**config.mk**
```make
export PLATFORM = sky130hd
export DESIGN_NAME = cbs_bus_sequencer
export DESIGN_NICKNAME = d
export VERILOG_FILES = /design/src/cbs_pkg.sv /design/src/cbs_ea_calc.sv /design/src/cbs_bus_sequencer.sv
export VERILOG_INCLUDE_DIRS = /design/src /design/src/src
export SDC_FILE = /design/constraint.sdc
export NUM_CORES = 1
export LEC_CHECK = 0
export ABC_AREA = 1
export ABC_CLOCK_PERIOD_IN_PS = 6060
export BUFFER_PORTS_ARGS = -buffer_cell sky130_fd_sc_hd__buf_4
export CORE_MARGIN = 2
export CORE_UTILIZATION = 30
export DETAILED_ROUTE_END_ITERATION = 6
export GPL_TIMING_DRIVEN = 0
export SLEW_MARGIN = 20
export SYNTH_ARGS = -nofsm -noshare
export SYNTH_HDL_FRONTEND = slang
export SYNTH_HIERARCHICAL = 1
export SYNTH_SLANG_ARGS = --single-unit
```
**constraint.sdc**
```tcl
create_clock -name clk_sys -period 6.06 [get_ports clk_sys]
set_input_delay 0.909 -clock clk_sys [delete_from_list [all_inputs] [get_ports clk_sys]]
set_output_delay 0.909 -clock clk_sys [all_outputs]
set_load 0.005 [all_outputs]
```
**src/cbs_consts.svh**
```systemverilog
// bus cycle sequencer constants
// Contract
// - indexed byte read: four cycles, dummy FFFF
// - indexed 16-bit load/store: five cycles
// - read-modify-write: six cycles, dummy, write back
// - test-memory sixth cycle reads FFFF instead
// - indexed 16-bit compare/add/sub: six cycles
// - indexed call: six cycles, stack return address
// - simple inherent ops: two read cycles
// - add B to index: three cycles
// - push accumulator: three cycles, write stack
// - pull accumulator: four read cycles
// - push index four cycles, pull five
// - subroutine return: five read cycles
// - interrupt return: ten read cycles
// - multiply: ten cycles, dummy FFFF reads
// - software interrupt: stack all, vector FFFA/FFFB
// - wait op holds bus at stack minus seven
// - extended jump: three cycles
// - extended byte read: four cycles
// - extended accumulator store: four cycles
// - extended 16-bit load/store: five cycles
// - extended 16-bit compare/add/sub: six cycles
// - extended call: six cycles
// - branches three cycles, relative call six
// - direct accumulator store: three cycles
`ifndef CBS_CONSTS_SVH
`define CBS_CONSTS_SVH

`define CBS_ADDR_DUMMY      16'hFFFF
`define CBS_ADDR_IDLE       16'hFFFF
`define CBS_ADDR_VEC_HI     16'hFFFA
`define CBS_ADDR_VEC_LO     16'hFFFB
`define CBS_WAIT_SP_DELTA   5'h19
`define CBS_RET_OFS_INT     16'h0001
`define CBS_RET_OFS_SHORT   16'h0002
`define CBS_RET_OFS_EXT     16'h0003
`define CBS_REL_BASE_OFS    16'h0002
`define CBS_MEM_START       4'h3
`define CBS_MEM_START_DIR   4'h2
`define CBS_STACK_LAST      4'h8
`define CBS_STEP_WAIT       4'h9
`define CBS_STEP_VEC_HI     4'hA
`define CBS_STEP_VEC_LO     4'hB
`define CBS_STEP_PULL_LAST  4'h4
`define CBS_STEP_RTI_LAST   4'h9
`define CBS_MUL_CYCLES      10

`endif

```
**src/cbs_pkg.sv**
```systemverilog
// types shared by the bus cycle sequencer
package cbs_pkg;
   typedef enum logic [4:0] {
      CBS_K_SIMPLE, CBS_K_ABX, CBS_K_PUSH_ACC, CBS_K_PULL_ACC, CBS_K_PUSH_IDX,
      CBS_K_PULL_IDX, CBS_K_RTS, CBS_K_RTI, CBS_K_MUL, CBS_K_SWI, CBS_K_WAI,
      CBS_K_READ, CBS_K_STORE, CBS_K_LOAD16, CBS_K_STORE16, CBS_K_RMW,
      CBS_K_CMP16, CBS_K_CALL, CBS_K_JUMP, CBS_K_BRANCH
   } cbs_kind_t;

   typedef enum logic [2:0] {
      CBS_M_INH, CBS_M_DIR, CBS_M_IDX, CBS_M_EXT, CBS_M_REL
   } cbs_mode_t;

   typedef enum logic [2:0] {
      CBS_B_PC, CBS_B_DUMMY, CBS_B_EA, CBS_B_SP, CBS_B_VEC_HI, CBS_B_VEC_LO
   } cbs_base_t;

   typedef enum logic [3:0] {
      CBS_D_NONE, CBS_D_RETL, CBS_D_RETH, CBS_D_XL, CBS_D_XH, CBS_D_ACCA,
      CBS_D_ACCB, CBS_D_ACC, CBS_D_CCR, CBS_D_WORDH, CBS_D_WORDL, CBS_D_NEWOP
   } cbs_dsel_t;
endpackage

```
**src/cbs_ea_calc.sv**
```systemverilog
// effective address of the memory operand
`timescale 1ns/1ps
`default_nettype none
`include "cbs_consts.svh"
module cbs_ea_calc (
   input  wire cbs_pkg::cbs_mode_t mode,     // addressing mode
   input  wire logic [7:0]         byte1,    // first operand byte
   input  wire logic [7:0]         byte2,    // second operand byte
   input  wire logic [15:0]        idx,      // index register
   input  wire logic [15:0]        pc,       // opcode address
   output logic [15:0]             ea        // effective address
);
   wire [15:0] idxEa = idx + {8'h00, byte1};
   wire [15:0] extEa = {byte1, byte2};
   wire [15:0] dirEa = {8'h00, byte1};
   // branch offset is signed, counted from the next opcode
   wire [15:0] relEa = pc + `CBS_REL_BASE_OFS + {{8{byte1[7]}}, byte1};

   assign ea = (mode == cbs_pkg::CBS_M_IDX) ? idxEa :
               (mode == cbs_pkg::CBS_M_EXT) ? extEa :
               (mode == cbs_pkg::CBS_M_DIR) ? dirEa :
               (mode == cbs_pkg::CBS_M_REL) ? relEa : `CBS_ADDR_DUMMY;
endmodule
`default_nettype wire

```
**src/cbs_bus_sequencer.sv**
```systemverilog
// cycle-by-cycle bus sequencer of the cpu core
`timescale 1ns/1ps
`default_nettype none
`include "cbs_consts.svh"
module cbs_bus_sequencer #(
   parameter int MUL_CYCLES = `CBS_MUL_CYCLES
) (
   input  wire logic               clk_sys,           // core clock
   input  wire logic               rst_n,             // async reset
   input  wire logic               start,             // begin instruction
   input  wire cbs_pkg::cbs_kind_t opKind,            // instruction class
   input  wire cbs_pkg::cbs_mode_t addrMode,          // addressing mode
   input  wire logic               isTst,             // test-memory op
   input  wire logic               accSelB,           // acc B for store/push
   input  wire logic [15:0]        pcIn,              // opcode address
   input  wire logic [15:0]        spIn,              // stack pointer
   input  wire logic [15:0]        idxIn,             // index register
   input  wire logic [7:0]         accAIn,            // accumulator A
   input  wire logic [7:0]         accBIn,            // accumulator B
   input  wire logic [7:0]         ccrIn,             // condition codes
   input  wire logic [15:0]        storeWordIn,       // 16-bit store data
   input  wire logic [7:0]         rmwDataIn,         // new operand byte
   input  wire logic               wakeIn,            // interrupt ends wait
   input  wire logic [7:0]         busDin,            // data bus in
   output logic [15:0]             addressBusValue_ff, // address bus
   output logic                    busRw_ff,          // 1 read, 0 write
   output logic [7:0]              dataBusValue_ff,   // data bus out
   output logic                    dataOe_ff,         // data bus drive
   output logic                    busy_ff,           // sequence running
   output logic                    done_ff,           // sequence ended
   output logic                    waitState_ff,      // wait state active
   output logic [3:0]              step_ff,           // cycle number - 1
   output logic [15:0]             readWord_ff        // last two bytes captured
);
   // -----------------------------------------------------------------
   // parameter check
   // -----------------------------------------------------------------
   if (MUL_CYCLES < 3 || MUL_CYCLES > 16) begin : gBadMul
      $error("MUL_CYCLES must lie in 3..16");
   end
   localparam logic [3:0] MUL_LAST = 4'(MUL_CYCLES - 1);

   // -----------------------------------------------------------------
   // reset release
   // -----------------------------------------------------------------
   logic rstMeta_ff;
   logic rstSync_ff;
   always_ff @(posedge clk_sys or negedge rst_n) begin
      if (!rst_n) begin
         rstMeta_ff <= 1'b0;
         rstSync_ff <= 1'b0;
      end else begin
         rstMeta_ff <= 1'b1;
         rstSync_ff <= rstMeta_ff;
      end
   end

   // -----------------------------------------------------------------
   // latched instruction context
   // -----------------------------------------------------------------
   cbs_pkg::cbs_kind_t kind_ff;
   cbs_pkg::cbs_mode_t mode_ff;
   logic               tst_ff;
   logic               accSelB_ff;
   logic [15:0]        pc_ff;
   logic [15:0]        sp_ff;
   logic [15:0]        idx_ff;
   logic [7:0]         accA_ff;
   logic [7:0]         accB_ff;
   logic [7:0]         ccr_ff;
   logic [15:0]        storeWord_ff;
   logic [7:0]         byte1_ff;
   logic [7:0]         byte2_ff;
   logic               last_ff;
   logic               cap_ff;

   // -----------------------------------------------------------------
   // sequencing
   // -----------------------------------------------------------------
   wire issueFirst = start & ~busy_ff;
   wire isWai      = (kind_ff == cbs_pkg::CBS_K_WAI);
   wire holdWait   = busy_ff & last_ff & isWai & ~wakeIn;
   wire finish     = busy_ff & last_ff & ~holdWait;
   wire advance    = busy_ff & ~last_ff;
   wire [3:0] nxt_step = advance ? 4'(step_ff + 4'h1) : step_ff;

   // operand bytes are used in the same cycle they arrive
   wire [7:0] byte1Now = (step_ff == 4'h1) ? busDin : byte1_ff;
   wire [7:0] byte2Now = (step_ff == 4'h2) ? busDin : byte2_ff;
   wire [15:0] ea;

   cbs_ea_calc uEa (
      .mode  (mode_ff),
      .byte1 (byte1Now),
      .byte2 (byte2Now),
      .idx   (idx_ff),
      .pc    (pc_ff),
      .ea    (ea)
   );

   wire [15:0] retOfs  = (mode_ff == cbs_pkg::CBS_M_INH) ? `CBS_RET_OFS_INT :
                         (mode_ff == cbs_pkg::CBS_M_EXT) ? `CBS_RET_OFS_EXT :
                         `CBS_RET_OFS_SHORT;
   wire [15:0] retAddr = pc_ff + retOfs;
   wire [3:0]  memStart = (mode_ff == cbs_pkg::CBS_M_DIR) ? `CBS_MEM_START_DIR :
                          `CBS_MEM_START;

   // -----------------------------------------------------------------
   // per-cycle micro operation
   // -----------------------------------------------------------------
   cbs_pkg::cbs_base_t uBase;
   cbs_pkg::cbs_dsel_t uDsel;
   logic signed [4:0]  uDelta;
   logic               uRw;
   logic               uCap;
   logic               uLast;
   logic [3:0]         stackIdx;
   logic [3:0]         memIdx;
   logic [4:0]         pullDelta;
   logic [4:0]         pushDelta;

   always_comb begin
      uBase     = cbs_pkg::CBS_B_PC;
      uDsel     = cbs_pkg::CBS_D_NONE;
      uDelta    = 5'sh00;
      uRw       = 1'b1;
      uCap      = 1'b0;
      uLast     = 1'b0;
      stackIdx  = 4'(nxt_step - 4'h2);
      memIdx    = 4'(nxt_step - memStart);
      pullDelta = {1'b0, stackIdx};
      pushDelta = 5'(5'h00 - {1'b0, stackIdx});
      if (nxt_step == 4'h1) begin
         uDelta = 5'sh01;
         uLast  = (kind_ff == cbs_pkg::CBS_K_SIMPLE);
      end else if (mode_ff == cbs_pkg::CBS_M_INH) begin
         case (kind_ff)
            cbs_pkg::CBS_K_ABX: begin
               uBase = cbs_pkg::CBS_B_DUMMY;
               uLast = 1'b1;
            end
            cbs_pkg::CBS_K_MUL: begin
               uBase = cbs_pkg::CBS_B_DUMMY;
               uLast = (nxt_step == MUL_LAST);
            end
            cbs_pkg::CBS_K_PUSH_ACC: begin
               uBase = cbs_pkg::CBS_B_SP;
               uRw   = 1'b0;
               uDsel = cbs_pkg::CBS_D_ACC;
               uLast = 1'b1;
            end
            cbs_pkg::CBS_K_PULL_ACC: begin
               uBase  = cbs_pkg::CBS_B_SP;
               uDelta = pullDelta;
               uCap   = (nxt_step == 4'h3);
               uLast  = (nxt_step == 4'h3);
            end
            cbs_pkg::CBS_K_PUSH_IDX: begin
               uBase  = cbs_pkg::CBS_B_SP;
               uDelta = pushDelta;
               uRw    = 1'b0;
               uDsel  = (nxt_step == 4'h2) ? cbs_pkg::CBS_D_XH : cbs_pkg::CBS_D_XL;
               uLast  = (nxt_step == 4'h3);
            end
            cbs_pkg::CBS_K_PULL_IDX, cbs_pkg::CBS_K_RTS: begin
               uBase  = cbs_pkg::CBS_B_SP;
               uDelta = pullDelta;
               uCap   = (nxt_step != 4'h2);
               uLast  = (nxt_step == `CBS_STEP_PULL_LAST);
            end
            cbs_pkg::CBS_K_RTI: begin
               uBase  = cbs_pkg::CBS_B_SP;
               uDelta = pullDelta;
               uCap   = (nxt_step != 4'h2);
               uLast  = (nxt_step == `CBS_STEP_RTI_LAST);
            end
            cbs_pkg::CBS_K_SWI, cbs_pkg::CBS_K_WAI: begin
               if (nxt_step <= `CBS_STACK_LAST) begin
                  uBase  = cbs_pkg::CBS_B_SP;
                  uDelta = pushDelta;
                  uRw    = 1'b0;
                  case (stackIdx)
                     4'h0:    uDsel = cbs_pkg::CBS_D_RETL;
                     4'h1:    uDsel = cbs_pkg::CBS_D_RETH;
                     4'h2:    uDsel = cbs_pkg::CBS_D_XL;
                     4'h3:    uDsel = cbs_pkg::CBS_D_XH;
                     4'h4:    uDsel = cbs_pkg::CBS_D_ACCA;
                     4'h5:    uDsel = cbs_pkg::CBS_D_ACCB;
                     default: uDsel = cbs_pkg::CBS_D_CCR;
                  endcase
               end else if (nxt_step == `CBS_STEP_WAIT) begin
                  uBase  = cbs_pkg::CBS_B_SP;
                  uDelta = `CBS_WAIT_SP_DELTA;
                  uLast  = (kind_ff == cbs_pkg::CBS_K_WAI);
               end else if (nxt_step == `CBS_STEP_VEC_HI) begin
                  uBase = cbs_pkg::CBS_B_VEC_HI;
                  uCap  = 1'b1;
               end else begin
                  uBase = cbs_pkg::CBS_B_VEC_LO;
                  uCap  = 1'b1;
                  uLast = 1'b1;
               end
            end
            default: begin
               uBase = cbs_pkg::CBS_B_DUMMY;
               uLast = 1'b1;
            end
         endcase
      end else if (nxt_step < memStart) begin
         // third cycle: second address byte or dummy
         if (mode_ff == cbs_pkg::CBS_M_EXT) begin
            uDelta = 5'sh02;
         end else begin
            uBase = cbs_pkg::CBS_B_DUMMY;
         end
         uLast = (kind_ff == cbs_pkg::CBS_K_JUMP) | (kind_ff == cbs_pkg::CBS_K_BRANCH);
      end else begin
         uBase = cbs_pkg::CBS_B_EA;
         case (kind_ff)
            cbs_pkg::CBS_K_READ: begin
               uCap  = 1'b1;
               uLast = 1'b1;
            end
            cbs_pkg::CBS_K_STORE: begin
               uRw   = 1'b0;
               uDsel = cbs_pkg::CBS_D_ACC;
               uLast = 1'b1;
            end
            cbs_pkg::CBS_K_LOAD16, cbs_pkg::CBS_K_STORE16: begin
               uDelta = 5'(memIdx);
               uCap   = (kind_ff == cbs_pkg::CBS_K_LOAD16);
               uRw    = (kind_ff == cbs_pkg::CBS_K_LOAD16);
               uDsel  = (kind_ff == cbs_pkg::CBS_K_LOAD16) ? cbs_pkg::CBS_D_NONE :
                        (memIdx == 4'h0) ? cbs_pkg::CBS_D_WORDH : cbs_pkg::CBS_D_WORDL;
               uLast  = (memIdx == 4'h1);
            end
            cbs_pkg::CBS_K_CMP16: begin
               if (memIdx < 4'h2) begin
                  uDelta = 5'(memIdx);
                  uCap   = 1'b1;
               end else begin
                  uBase = cbs_pkg::CBS_B_DUMMY;
                  uLast = 1'b1;
               end
            end
            cbs_pkg::CBS_K_RMW: begin
               if (memIdx == 4'h0) begin
                  uCap = 1'b1;
               end else if (memIdx == 4'h1) begin
                  uBase = cbs_pkg::CBS_B_DUMMY;
               end else if (tst_ff) begin
                  uBase = cbs_pkg::CBS_B_DUMMY;
                  uLast = 1'b1;
               end else begin
                  uRw   = 1'b0;
                  uDsel = cbs_pkg::CBS_D_NEWOP;
                  uLast = 1'b1;
               end
            end
            cbs_pkg::CBS_K_CALL: begin
               if (memIdx == 4'h1) begin
                  uBase = cbs_pkg::CBS_B_SP;
                  uRw   = 1'b0;
                  uDsel = cbs_pkg::CBS_D_RETL;
               end else if (memIdx == 4'h2) begin
                  uBase  = cbs_pkg::CBS_B_SP;
                  uDelta = 5'sh1F;
                  uRw    = 1'b0;
                  uDsel  = cbs_pkg::CBS_D_RETH;
                  uLast  = 1'b1;
               end
            end
            default: begin
               uBase = cbs_pkg::CBS_B_DUMMY;
               uLast = 1'b1;
            end
         endcase
      end
   end

   // -----------------------------------------------------------------
   // address and data selection
   // -----------------------------------------------------------------
   wire [15:0] baseVal = (uBase == cbs_pkg::CBS_B_PC)     ? pc_ff :
                         (uBase == cbs_pkg::CBS_B_EA)     ? ea :
                         (uBase == cbs_pkg::CBS_B_SP)     ? sp_ff :
                         (uBase == cbs_pkg::CBS_B_VEC_HI) ? `CBS_ADDR_VEC_HI :
                         (uBase == cbs_pkg::CBS_B_VEC_LO) ? `CBS_ADDR_VEC_LO :
                         `CBS_ADDR_DUMMY;
   wire [15:0] uAddr = baseVal + {{11{uDelta[4]}}, uDelta};
   wire [7:0]  accSel = accSelB_ff ? accB_ff : accA_ff;
   wire [7:0]  uData = (uDsel == cbs_pkg::CBS_D_RETL)  ? retAddr[7:0] :
                       (uDsel == cbs_pkg::CBS_D_RETH)  ? retAddr[15:8] :
                       (uDsel == cbs_pkg::CBS_D_XL)    ? idx_ff[7:0] :
                       (uDsel == cbs_pkg::CBS_D_XH)    ? idx_ff[15:8] :
                       (uDsel == cbs_pkg::CBS_D_ACCA)  ? accA_ff :
                       (uDsel == cbs_pkg::CBS_D_ACCB)  ? accB_ff :
                       (uDsel == cbs_pkg::CBS_D_ACC)   ? accSel :
                       (uDsel == cbs_pkg::CBS_D_CCR)   ? ccr_ff :
                       (uDsel == cbs_pkg::CBS_D_WORDH) ? storeWord_ff[15:8] :
                       (uDsel == cbs_pkg::CBS_D_WORDL) ? storeWord_ff[7:0] :
                       (uDsel == cbs_pkg::CBS_D_NEWOP) ? rmwDataIn : 8'h00;

   // -----------------------------------------------------------------
   // registers
   // -----------------------------------------------------------------
   always_ff @(posedge clk_sys or negedge rstSync_ff) begin
      if (!rstSync_ff) begin
         kind_ff      <= cbs_pkg::CBS_K_SIMPLE;
         mode_ff      <= cbs_pkg::CBS_M_INH;
         tst_ff       <= 1'b0;
         accSelB_ff   <= 1'b0;
         pc_ff        <= 16'h0000;
         sp_ff        <= 16'h0000;
         idx_ff       <= 16'h0000;
         accA_ff      <= 8'h00;
         accB_ff      <= 8'h00;
         ccr_ff       <= 8'h00;
         storeWord_ff <= 16'h0000;
      end else if (issueFirst) begin
         kind_ff      <= opKind;
         mode_ff      <= addrMode;
         tst_ff       <= isTst;
         accSelB_ff   <= accSelB;
         pc_ff        <= pcIn;
         sp_ff        <= spIn;
         idx_ff       <= idxIn;
         accA_ff      <= accAIn;
         accB_ff      <= accBIn;
         ccr_ff       <= ccrIn;
         storeWord_ff <= storeWordIn;
      end
   end

   always_ff @(posedge clk_sys or negedge rstSync_ff) begin
      if (!rstSync_ff) begin
         addressBusValue_ff <= `CBS_ADDR_IDLE;
         busRw_ff           <= 1'b1;
         dataBusValue_ff    <= 8'h00;
         dataOe_ff          <= 1'b0;
         step_ff            <= 4'h0;
         last_ff            <= 1'b0;
         cap_ff             <= 1'b0;
         waitState_ff       <= 1'b0;
      end else if (issueFirst) begin
         addressBusValue_ff <= pcIn;
         busRw_ff           <= 1'b1;
         dataOe_ff          <= 1'b0;
         step_ff            <= 4'h0;
         last_ff            <= 1'b0;
         cap_ff             <= 1'b0;
      end else if (advance | holdWait) begin
         addressBusValue_ff <= uAddr;
         busRw_ff           <= uRw;
         dataBusValue_ff    <= uData;
         dataOe_ff          <= ~uRw;
         step_ff            <= nxt_step;
         last_ff            <= uLast;
         cap_ff             <= uCap;
         waitState_ff       <= isWai & (nxt_step == `CBS_STEP_WAIT);
      end else if (finish) begin
         // idle bus: harmless read of the dummy address
         addressBusValue_ff <= `CBS_ADDR_IDLE;
         busRw_ff           <= 1'b1;
         dataOe_ff          <= 1'b0;
         last_ff            <= 1'b0;
         cap_ff             <= 1'b0;
         waitState_ff       <= 1'b0;
      end
   end

   always_ff @(posedge clk_sys or negedge rstSync_ff) begin
      if (!rstSync_ff) begin
         busy_ff     <= 1'b0;
         done_ff     <= 1'b0;
         byte1_ff    <= 8'h00;
         byte2_ff    <= 8'h00;
         readWord_ff <= 16'h0000;
      end else begin
         busy_ff  <= issueFirst | (busy_ff & ~finish);
         done_ff  <= finish;
         byte1_ff <= byte1Now;
         byte2_ff <= byte2Now;
         if (busy_ff & cap_ff) begin
            readWord_ff <= {readWord_ff[7:0], busDin};
         end
      end
   end
endmodule
`default_nettype wire

```
==> results of run 1 <==
## layout by cell type (no fill, tap or decap), drive strengths merged, types with 22 or more instances in the layout
| cell | instances |
|---|---|
| nand3 | 103 |
| clkbuf | 55 |
| o22ai | 22 |
| nand2 | 575 |
| dfrtp | 150 |
| a21oi | 69 |
| inv | 217 |
| buf | 188 |
| nor2 | 163 |
| nand4 | 31 |
| ha | 66 |
| o21ai | 122 |
## sequential cells by signal, summed over array words and instances (netlist names), 3 cells and up
register            count
byte1_ff                8
addressBusValue_ff     16
kind_ff                 5
idx_ff                 16
accA_ff                 8
mode_ff                 3
ccr_ff                  8
step_ff                 4
pc_ff                  16
byte2_ff                8
sp_ff                  16
dataBusValue_ff         8
storeWord_ff           16
readWord_ff            16
accB_ff                 8
## through the flow
stage                     utilization  setup TNS, ns  hold slack (ns)  instances  cell area [um2]
after floorplan                     -              0            0.331       1696            11900
after global placement          0.354        -171.26            0.342       2380            13800
after detailed placement        0.357          -3.34            0.278       2383            13800
after CTS                       0.373              0            0.209       2415            14500
after global routing            0.378        -0.0849            0.210       2427            14700
final                           0.378              0            0.235       2427            14700
## kinds of logic (layout without fill, tap and decap cells)
group | after synthesis | after routing | synth area share
adders and majority gates | 70 | 70 | 0.0763
and+or+nand+nor | 901 | 902 | 0.330
buffers and inverters | 261 | 473 | 0.0849
DFF | 167 | 167 | 0.354
xor gates and xnor gates | 26 | 26 | 0.0192
AOI/OAI and AO/OA | 262 | 262 | 0.127
other | 1 | 1 | 0.000316
muxes | 8 | 8 | 0.00759
## final cells by class
class | instances | area (um2) | area share
inverters | 218 | 826 | 0.0563
clock inverters | 12 | 176 | 0.0120
multi-input cells | 1269 | 6770 | 0.462
well taps | 518 | 648 | 0.0442
clock buffers | 20 | 447 | 0.0304
plain buffers | 43 | 191 | 0.0130
repair buffers | 180 | 1400 | 0.0957
flip-flops and latches | 167 | 4210 | 0.287
## path summary, 6_finish.rpt
kind	start	end	slack (ns)	cells after the start
worst min register to register	rstSync_ff	mode_ff[1]	0.26	0
max in group asynchronous	rstSync_ff	addressBusValue_ff[14]	4.89	2
worst max register to register	step_ff[2]	addressBusValue_ff[14]	0.34	34
worst min-delay path	rst_n	rstSync_ff	0.24	1
min in group clk_sys	rstMeta_ff	rstSync_ff	0.36	0
worst max-delay path	step_ff[2]	addressBusValue_ff[14]	0.34	34
## critical path, delay by kind of cell, from the launching register on
family                     cells  cell delay, ns
AOI/OAI and AO/OA             13            2.15
adders and majority gates      4            1.20
buffers and inverters          5            0.62
DFF                            1            0.43
and+or+nand+nor               12            1.24
## repair_timing
action                     in CTS  in global routing
gates cloned                    0                  1
pin swaps                       0                 11
setup endpoints to repair       7                  7
gates resized for setup        10                 35
setup buffers                   0                 11
hold buffers                    0                  0
## per-layer routing
layer,routed length [um],global-route usage
met5,0,0
met4,1130,0.0683
met3,1850,0.0286
met2,21400,0.362
met1,18700,0.265
==> metrics.md, run 1 <==
| Metric | Value |
|---|---|
| Total CTS buffers | `17` |
| Final wirelength | `roughly 43,000 um` |
| Die area | `roughly 40,000 um2` |
| RSZ-0062 raised after global routing | `true` |
| Area Overhead vs Synth | `23.6%` |
| Endpoints failing hold | `0` |
| Diode count | `0` |
| CP Max Fanout | `10` |
| Final worst path period share | `0.943` |
| Critical path class | `register to register` |
| Post-synth EDFFs | `0` |
| Die X | `just over 200 um` |
| Crit path DAT | `~6.1 ns` |
| Register area share after synthesis | `0.354` |
| Routed vias/inst | `slightly below 5` |
| Initial antenna violation count | `0` |
| Synth Cell Area | `11,900 um2` |
| Critical path's most frequent cell | `nand2_1` |
| Clock sink count | `between 150 and 200` |
| Synth area leader | `dfrtp_1` |
| Clk slew on worst S/H paths | `roughly 0.070 ns` |
| MaxCap Viol Count | `0` |
| Place WS | `-0.724 ns` |
| Filler cell count | `around 4,100` |
| Top post-synthesis cells by area | `dfrtp_1, nand2_1, ha_1, inv_1, o21ai_0` |
| Min-Delay Path Class | `primary input to async pin` |
| Crit path time final | `between 5 and 6 ns` |
| Main flop type after synthesis | `dfrtp_1` |
| Worst-Margin Slew | `about 1.2 ns` |
| Core ar. | `approximately 39,000 um2` |
| Root Buffer | `clkbuf_16` |
| Clock Path Buffers | `2` |
| Count of final setup violators | `0` |
| Post-Syn Instances | `~1,700` |
| Slew Viols, Final | `0` |
| Mean Syn Cell Area | `around 7.0 um2` |
| Post-synth net total | `~1,900` |
| Vias in the first global route | `around 12,000` |
| Tot GR Track Use | `0.208` |
| Initial Util | `0.306` |
| Detailed Route Iter0 Violations | `886` |
| Synth warn | `6` |
| First-pass GRT wire length | `65,800 um` |
| Post-synth top cells | `nand2_1, inv_1, dfrtp_1` |
| Post-synth top area share | `0.316` |
| Die height | `203 um` |
| Dpl hpwl | `approximately 35,000 um` |
| Setup WS post-layout | `about 0.34 ns` |
| Yosys cell types | `between 60 and 70` |
| Post-synthesis async set-or-reset flop share | `1.00` |
| CP Capture Type | `register` |
| Fmax | `approximately 0.17 GHz` |
| First drt pass iteration count | `7` |
| Critical Path RT | `about 6.4 ns` |
| Count leader, synth | `nand2_1` |
| Startpoint Class | `register` |
| PortBufs | `166` |
| CP max stage delay | `about 0.43 ns` |
| Worst slew margin | `0.213` |
| Final Skew | `0.0110 ns` |
| I/O pin cnt | `between 150 and 200` |
| Routed vias | `12,000` |
| Placement Rows | `72` |
| H-tree depth | `4` |
| Remaining antenna violation count after routing | `0` |
| Layout Nets | `2,084` |
| Average wire per standard cell | `between 15 and 20 um` |
| Layout cell share with drive strength beyond 1 | `0.182` |
| Gr ovfl total | `0` |
| Slowest cell on crit path | `dfrtp_1` |
| Drc violations | `0` |
| Clk_lat worst skew | `about 0.44 ns` |
| Status | `finished, final reports clean` |
| Global placement routability congestion | `0.937` |
| TritonCTS clock tree | `yes` |
| Pin count of the biggest net entering global routing | `56` |
| FF+latch count, synth | `167` |
Power of run 1 is not shown: default switching activity piles up to over one toggle a cycle in this logic, so the estimate is an artifact.
==> inputs of run 2 (changes only) <==
--- a/config.mk
+++ b/config.mk
@@ -17,4 +17,3 @@
 export SYNTH_ARGS = -nofsm -noshare
 export SYNTH_HDL_FRONTEND = slang
-export SYNTH_HIERARCHICAL = 1
 export SYNTH_SLANG_ARGS = --single-unit
==> constraint.sdc (replaced) <==
create_clock -name clk_sys -period 6.06 [get_ports clk_sys]
set_input_delay 1.212 -clock clk_sys [delete_from_list [all_inputs] [get_ports clk_sys]]
set_output_delay 1.212 -clock clk_sys [all_outputs]
set_load 0.005 [all_outputs]
==> metrics.md, run 2 <==
| Metric | Value |
|---|---|
| FF+latch count, synth | `between 150 and 200` |
| Startpoint Class | `register` |
| Register area | `approximately 4200 um2` |
| Mean Syn Cell Area | `between 7 and 8 um2` |
| Pin count of the biggest net entering global routing | `53` |
| I/O pin cnt | `roughly 170` |
| Adder-Cell Fraction of Synth Area | `0.0802` |
| CP Capture Type | `register` |
| Diode count | `0` |
| Synth Area in XOR/XNOR | `0.0217` |
| Crit path DAT | `roughly 6.0 ns` |
| Synth warn | `0` |
| Initial Util | `0.302` |
| Count leader, synth | `nand2_1` |
| Critical Path RT | `6.42 ns` |
| Clk_lat worst skew | `about 0.44 ns` |
| Synth Area in Compound Gates | `0.150` |
| GR peak layer | `met2` |
| First-pass GRT wire length | `roughly 62,000 um` |
| Hold buffer count at CTS | `0` |
| Register area share after synthesis | `0.372` |
| Layout cell share with drive strength beyond 1 | `0.199` |
| Yosys cell types | `59` |
| Die height | `198 um` |
| Fmax | `0.177 GHz` |
| Layout Nets | `1,931` |
| Clk slew on worst S/H paths | `0.07 ns` |
| Root Buffer | `clkbuf_16` |
| Largest family of logic cells by synthesized area | `simple AND/OR/NAND/NOR gates` |
| Gr ovfl total | `0` |
| H-tree depth | `4` |
| Post-synthesis async set-or-reset flop share | `1.00` |
| Reg2reg end | `addressBusValue_ff[14]` |
| Slew Viols, Final | `0` |
| Worst hold slack | `between 0.2 and 0.25 ns` |
| Post-synth EDFFs | `0` |
| Final Skew | `between 0.01 and 0.015 ns` |
| Post-Syn Instances | `around 1,500` |
| Simple-Gate Fraction of Synth Area | `0.293` |
| Dpl hpwl | `around 33,000 um` |
| Slowest cell on crit path | `dfrtp_2` |
| Crit path time final | `~5.6 ns` |
| Reg2reg setup slack | `roughly 0.42 ns` |
| Total CTS buffers | `17` |
| First drt pass iteration count | `5` |
| Clock Path Buffers | `2` |
| Tot GR Track Use | `0.209` |
| Detailed Route Iter0 Violations | `940` |
| Drc violations | `0` |
| Vias in the first global route | `about 11,000` |
| Top post-synthesis cells by area | `dfrtp_1, nand2_1, ha_1, o21ai_0, inv_1` |
| Post-synth top cells | `nand2_1, inv_1, dfrtp_1` |
| Met3 GRT Util | `0.0327` |
| Die X | `between 150 and 200 um` |
| Synth area leader | `dfrtp_1` |
| Critical path class | `register to register` |
| Commonest cells after routing, fill and taps aside | `nand2_1, buf_4, inv_1` |
| Final wirelength | `roughly 40,000 um` |
| TritonCTS clock tree | `yes` |
| Main flop type after synthesis | `dfrtp_1` |
| Min-Delay Path Class | `register to async pin` |
| Area Overhead vs Synth | `25.2%` |
| MaxCap Viol Count | `0` |
| Placement Rows | `71` |
| Core ar. | `between 30,000 and 40,000 um2` |
| CP Capture Point | `addressBusValue_ff[14]` |
| Status | `finished, final reports clean` |
| Remaining antenna violation count after routing | `0` |
| Initial antenna violation count | `0` |
| Count of final setup violators | `0` |
| RR Startpoint | `step_ff[0]` |
| Area of the multi-input gates | `about 6400 um2` |
| Routed vias | `approximately 11,000` |
| Endpoints failing hold | `0` |
| Reg2reg path depth | `36` |
| CP Max Fanout | `10` |
| Global placement routability congestion | `0.956` |
| Final worst path period share | `0.931` |
| CP max stage delay | `slightly above 0.4 ns` |
| Worst slew margin | `0.445` |
| Synth Cell Area | `~11,000 um2` |
| Die area | `~39,000 um2` |
| Post-synth net total | `approximately 1,700` |
| Post-synth top area share | `0.332` |
| PortBufs | `around 170` |
| Average wire per standard cell | `about 18 um` |
| Routed vias/inst | `roughly 5.0` |
| Mux contribution to synthesized area | `0.00798` |
| Met2 Track Usage GR | `0.317` |
| Filler cell count | `slightly below 4,000` |
| Leading cell type in the layout, fill and taps excluded | `nand2_1` |
| Critical path origin | `step_ff[0]` |
| Clock sink count | `167` |
| Met1 Use GR | `0.303` |
| Worst-Margin Slew | `0.829 ns` |
==> run 2: cell count changes after synthesis, moves of 16 or more <==
cell     before  now
nand3_1      96   69
nor2_1      149  129
inv_1       199  158
o21ai_0     118  137
nand2_1     553  440
nand4_1      28   44
==> run 2: metrics by stage <==
| stage | setup WS (ns) | cell area, um2 | utilization | setup TNS (ns) | std cells |
|---|---|---|---|---|---|
| after CTS | 0.0285 | 13900 | 0.372 | 0 | 2256 |
| after detailed placement | -0.795 | 13300 | 0.355 | -2.33 | 2223 |
| after global routing | -0.00361 | 14100 | 0.378 | -0.00420 | 2267 |
| final | 0.420 | 14100 | 0.378 | 0 | 2267 |
| after floorplan | 0.661 | 11300 | - | 0 | 1543 |
| after global placement | -0.951 | 13200 | 0.352 | -139.00 | 2220 |
==> run 2: worst max-delay path, delay by kind of cell, from the launching register on <==
family / cells / cell delay [ns]
and+or+nand+nor: 12 / 1.54
DFF: 1 / 0.41
adders and majority gates: 3 / 0.85
buffers and inverters: 7 / 0.65
AOI/OAI and AO/OA: 13 / 2.01
xor gates and xnor gates: 1 / 0.06
==> run 2: worst min path at each step <==
| stage | startpoint | end | slack (ns) | cells after the start |
|---|---|---|---|---|
| after floorplan | rstMeta_ff | rstSync_ff | 0.33 | 0 |
| after global placement | rstMeta_ff | rstSync_ff | 0.34 | 0 |
| after detailed placement | rstSync_ff | accA_ff[6] | 0.22 | 0 |
| after CTS | rstSync_ff | accB_ff[0] | 0.22 | 0 |
| after global routing | rstSync_ff | accB_ff[0] | 0.24 | 0 |
| final | rstSync_ff | accB_ff[1] | 0.22 | 0 |
==> run 2: logic make-up (layout without fill, tap and decap cells) <==
logic type | after synthesis | count (layout)
AO/OA/AOI/OAI | 292 | 292
XOR/XNOR | 28 | 28
adder cells (fa/ha/maj) | 70 | 70
buffers and inverters | 222 | 435
flip-flops | 167 | 167
multiplexers | 8 | 8
other | 1 | 1
AND/OR/NAND/NOR | 755 | 755
==> run 2: repair_timing <==
action / in CTS / in global routing
setup buffers: 1 / 11
pin swaps: 1 / 9
resized for setup: 27 / 46
setup endpoints to repair: 6 / 6
hold endpoints to repair: 0 / 0
==> run 2: area by class of cell <==
cell class | count | share of cell area
clock inverter | 12 | 0.00832
inverter | 177 | 0.0473
sequential | 167 | 0.298
clock buffer | 20 | 0.0316
multi-input combinational | 1154 | 0.455
timing repair buffer | 181 | 0.100
tap | 511 | 0.0452
buffer | 45 | 0.0143
==> run 2: metal layers <==
layer  up-vias  share of wire
li1       5516              -
met1      5261           0.49
met2       402           0.42
met3        54          0.062
met4         0          0.029
met5         -              0
Power of run 2 is left out for the same reason.
==> inputs of run 3 (changes only) <==
Settings changed: CORE_UTILIZATION 30 to 50, PLACE_DENSITY set to 0.71.
==> metrics.md, run 3 (synthesized netlist as in run 2, its figures left out) <==
| Metric | Value |
|---|---|
| Status | `finished, final reports clean` |
| Die area | `23,800 um2` |
| Worst-Margin Slew | `~0.86 ns` |
| Clk slew on worst S/H paths | `0.08 ns` |
| Leading cell type in the layout, fill and taps excluded | `nand2_1` |
| Layout cell share with drive strength beyond 1 | `0.190` |
| Fmax | `roughly 0.17 GHz` |
| RR Startpoint | `step_ff[1]` |
| Detailed Route Iter0 Violations | `approximately 1,000` |
| Critical path class | `primary input to register` |
| TritonCTS clock tree | `yes` |
| Tot GR Track Use | `0.320` |
| Layout Nets | `1,925` |
| Sum Neg Setup Slack | `0 ns` |
| Gr ovfl total | `0` |
| Final worst path period share | `0.952` |
| Routed length on met2 | `approximately 17,000 um` |
| Dpl hpwl | `a little under 30,000 um` |
| Reg2reg path depth | `32` |
| Hold buffer count at CTS | `0` |
| WL met3 | `about 2600 um` |
| RSZ-0062 raised after global routing | `true` |
| Total CTS buffers | `17` |
| Area Overhead vs Synth | `21.7%` |
| Crit path time final | `about 5.8 ns` |
| Clock Path Buffers | `2` |
| PortBufs | `roughly 170` |
| Filler cell count | `approximately 2,000` |
| Die height | `about 150 um` |
| Routed vias | `11,300` |
| Slowest cell on crit path | `o21ai_1` |
| First-pass GRT wire length | `59,300 um` |
| Critical path's most frequent cell | `nand2_1` |
| Startpoint Class | `primary input` |
| Worst hold path depth | `0` |
| Routed vias/inst | `~5.6` |
| Final wirelength | `about 38,000 um` |
| I/O pin cnt | `around 170` |
| Slew Viols, Final | `0` |
| MaxCap Viol Count | `0` |
| Drc violations | `0` |
| Hold path start | `rstMeta_ff` |
| Final Skew | `0.0161 ns` |
| CP Capture Type | `register` |
| Remaining antenna violation count after routing | `0` |
| Root Buffer | `clkbuf_16` |
| Endpoints failing hold | `0` |
| Crit path DAT | `approximately 6.1 ns` |
| Initial antenna violation count | `0` |
| Vias in the first global route | `10,800` |
| Hold path endpoint | `rstSync_ff` |
| Worst slew margin | `0.425` |
| CP Max Fanout | `11` |
| Top routing layer in use | `met4` |
| Commonest cells after routing, fill and taps aside | `nand2_1, buf_4, inv_1` |
| Count of final setup violators | `0` |
| Core ar. | `~22,000 um2` |
| Reg2reg end | `addressBusValue_ff[15]` |
| Average wire per standard cell | `18.6 um` |
| Initial Util | `0.513` |
| Critical Path RT | `~6.4 ns` |
| CP max stage delay | `approximately 0.42 ns` |
| Reg2reg setup slack | `around 0.30 ns` |
| Met1 Wirelength | `roughly 17,000 um` |
| Die X | `~150 um` |
| Clock sink count | `between 150 and 200` |
| H-tree depth | `4` |
| First drt pass iteration count | `5` |
| Min-Delay Path Class | `register to register` |
| Pin count of the biggest net entering global routing | `60` |
| Placement Rows | `54` |
| Global placement routability congestion | `1.00` |
| Diode count | `0` |
| Clk_lat worst skew | `0.45 ns` |
[run 3: cell types whose count changed in the layout (fill, tap and decap cells not counted), moves of 2 or more]
cell	previous run	this run
buf_4	182	178
nor2_1	125	129
inv_8	1	4
nor2_2	8	5
clkinv_2	2	0
dfrtp_1	145	147
dfrtp_2	4	2
nand2_1	436	438
nand2_4	6	4
[run 3: repair_timing]
item,in CTS,in global routing
endpoints found under the setup margin,5,6
pin swaps,1,6
buffers inserted,1,6
gates resized for setup,18,37
[run 3: worst max-delay path: cells and delay by family]
kind | cells | cell delay (ns)
AO/OA/AOI/OAI | 10 | 2.09
adder cells (fa/ha/maj) | 3 | 1.08
AND/OR/NAND/NOR | 12 | 0.96
buffers and inverters | 4 | 0.64
XOR/XNOR | 1 | 0.16
[run 3: worst max-delay path by stage]
stage               start                endpoint  slack [ns]  cells past startpoint
2_1_floorplan  step_ff[0]  addressBusValue_ff[14]        0.66                     40
3_3_place_gp   rstSync_ff              step_ff[3]       -0.79                      0
3_5_place_dp   mode_ff[2]  addressBusValue_ff[14]       -0.63                     37
4_1_cts        mode_ff[2]  addressBusValue_ff[14]       -0.07                     37
5_1_grt        mode_ff[0]  addressBusValue_ff[14]       -0.11                     38
6_report        busDin[7]  addressBusValue_ff[15]        0.29                     30
[run 3: per-layer routing]
layer | GRT usage | vias to the layer above
li1 | - | 5505
met1 | 0.464 | 5343
met2 | 0.507 | 435
met3 | 0.0434 | 51
met4 | 0.0860 | 0
met5 | 0 | -
[run 3: stage by stage]
| stage | utilization | hold slack (ns) | std cells | area (um2) | setup slack, ns |
|---|---|---|---|---|---|
| 4_1_cts | 0.617 | 0.371 | 2024 | 13600 | -0.0658 |
| 2_1_floorplan | - | 0.331 | 1543 | 11300 | 0.661 |
| 3_3_place_gp | 0.585 | 0.342 | 1989 | 12900 | -0.792 |
| 3_5_place_dp | 0.588 | 0.338 | 1991 | 12900 | -0.628 |
| 6_report | 0.624 | 0.371 | 2030 | 13700 | 0.293 |
| 5_1_grt | 0.624 | 0.388 | 2030 | 13700 | -0.111 |
[run 3: area by class of cell]
class                   count  area (um2)  share of cell area
multi-input cells        1154        6370               0.464
flip-flops and latches    167        4210               0.306
repair buffers            175        1350              0.0985
inverters                 177         668              0.0486
clock buffers              18         429              0.0312
well taps                 280         350              0.0255
plain buffers              45         199              0.0145
clock inverters            14         156              0.0114
Power of run 3 is left out for the same reason.
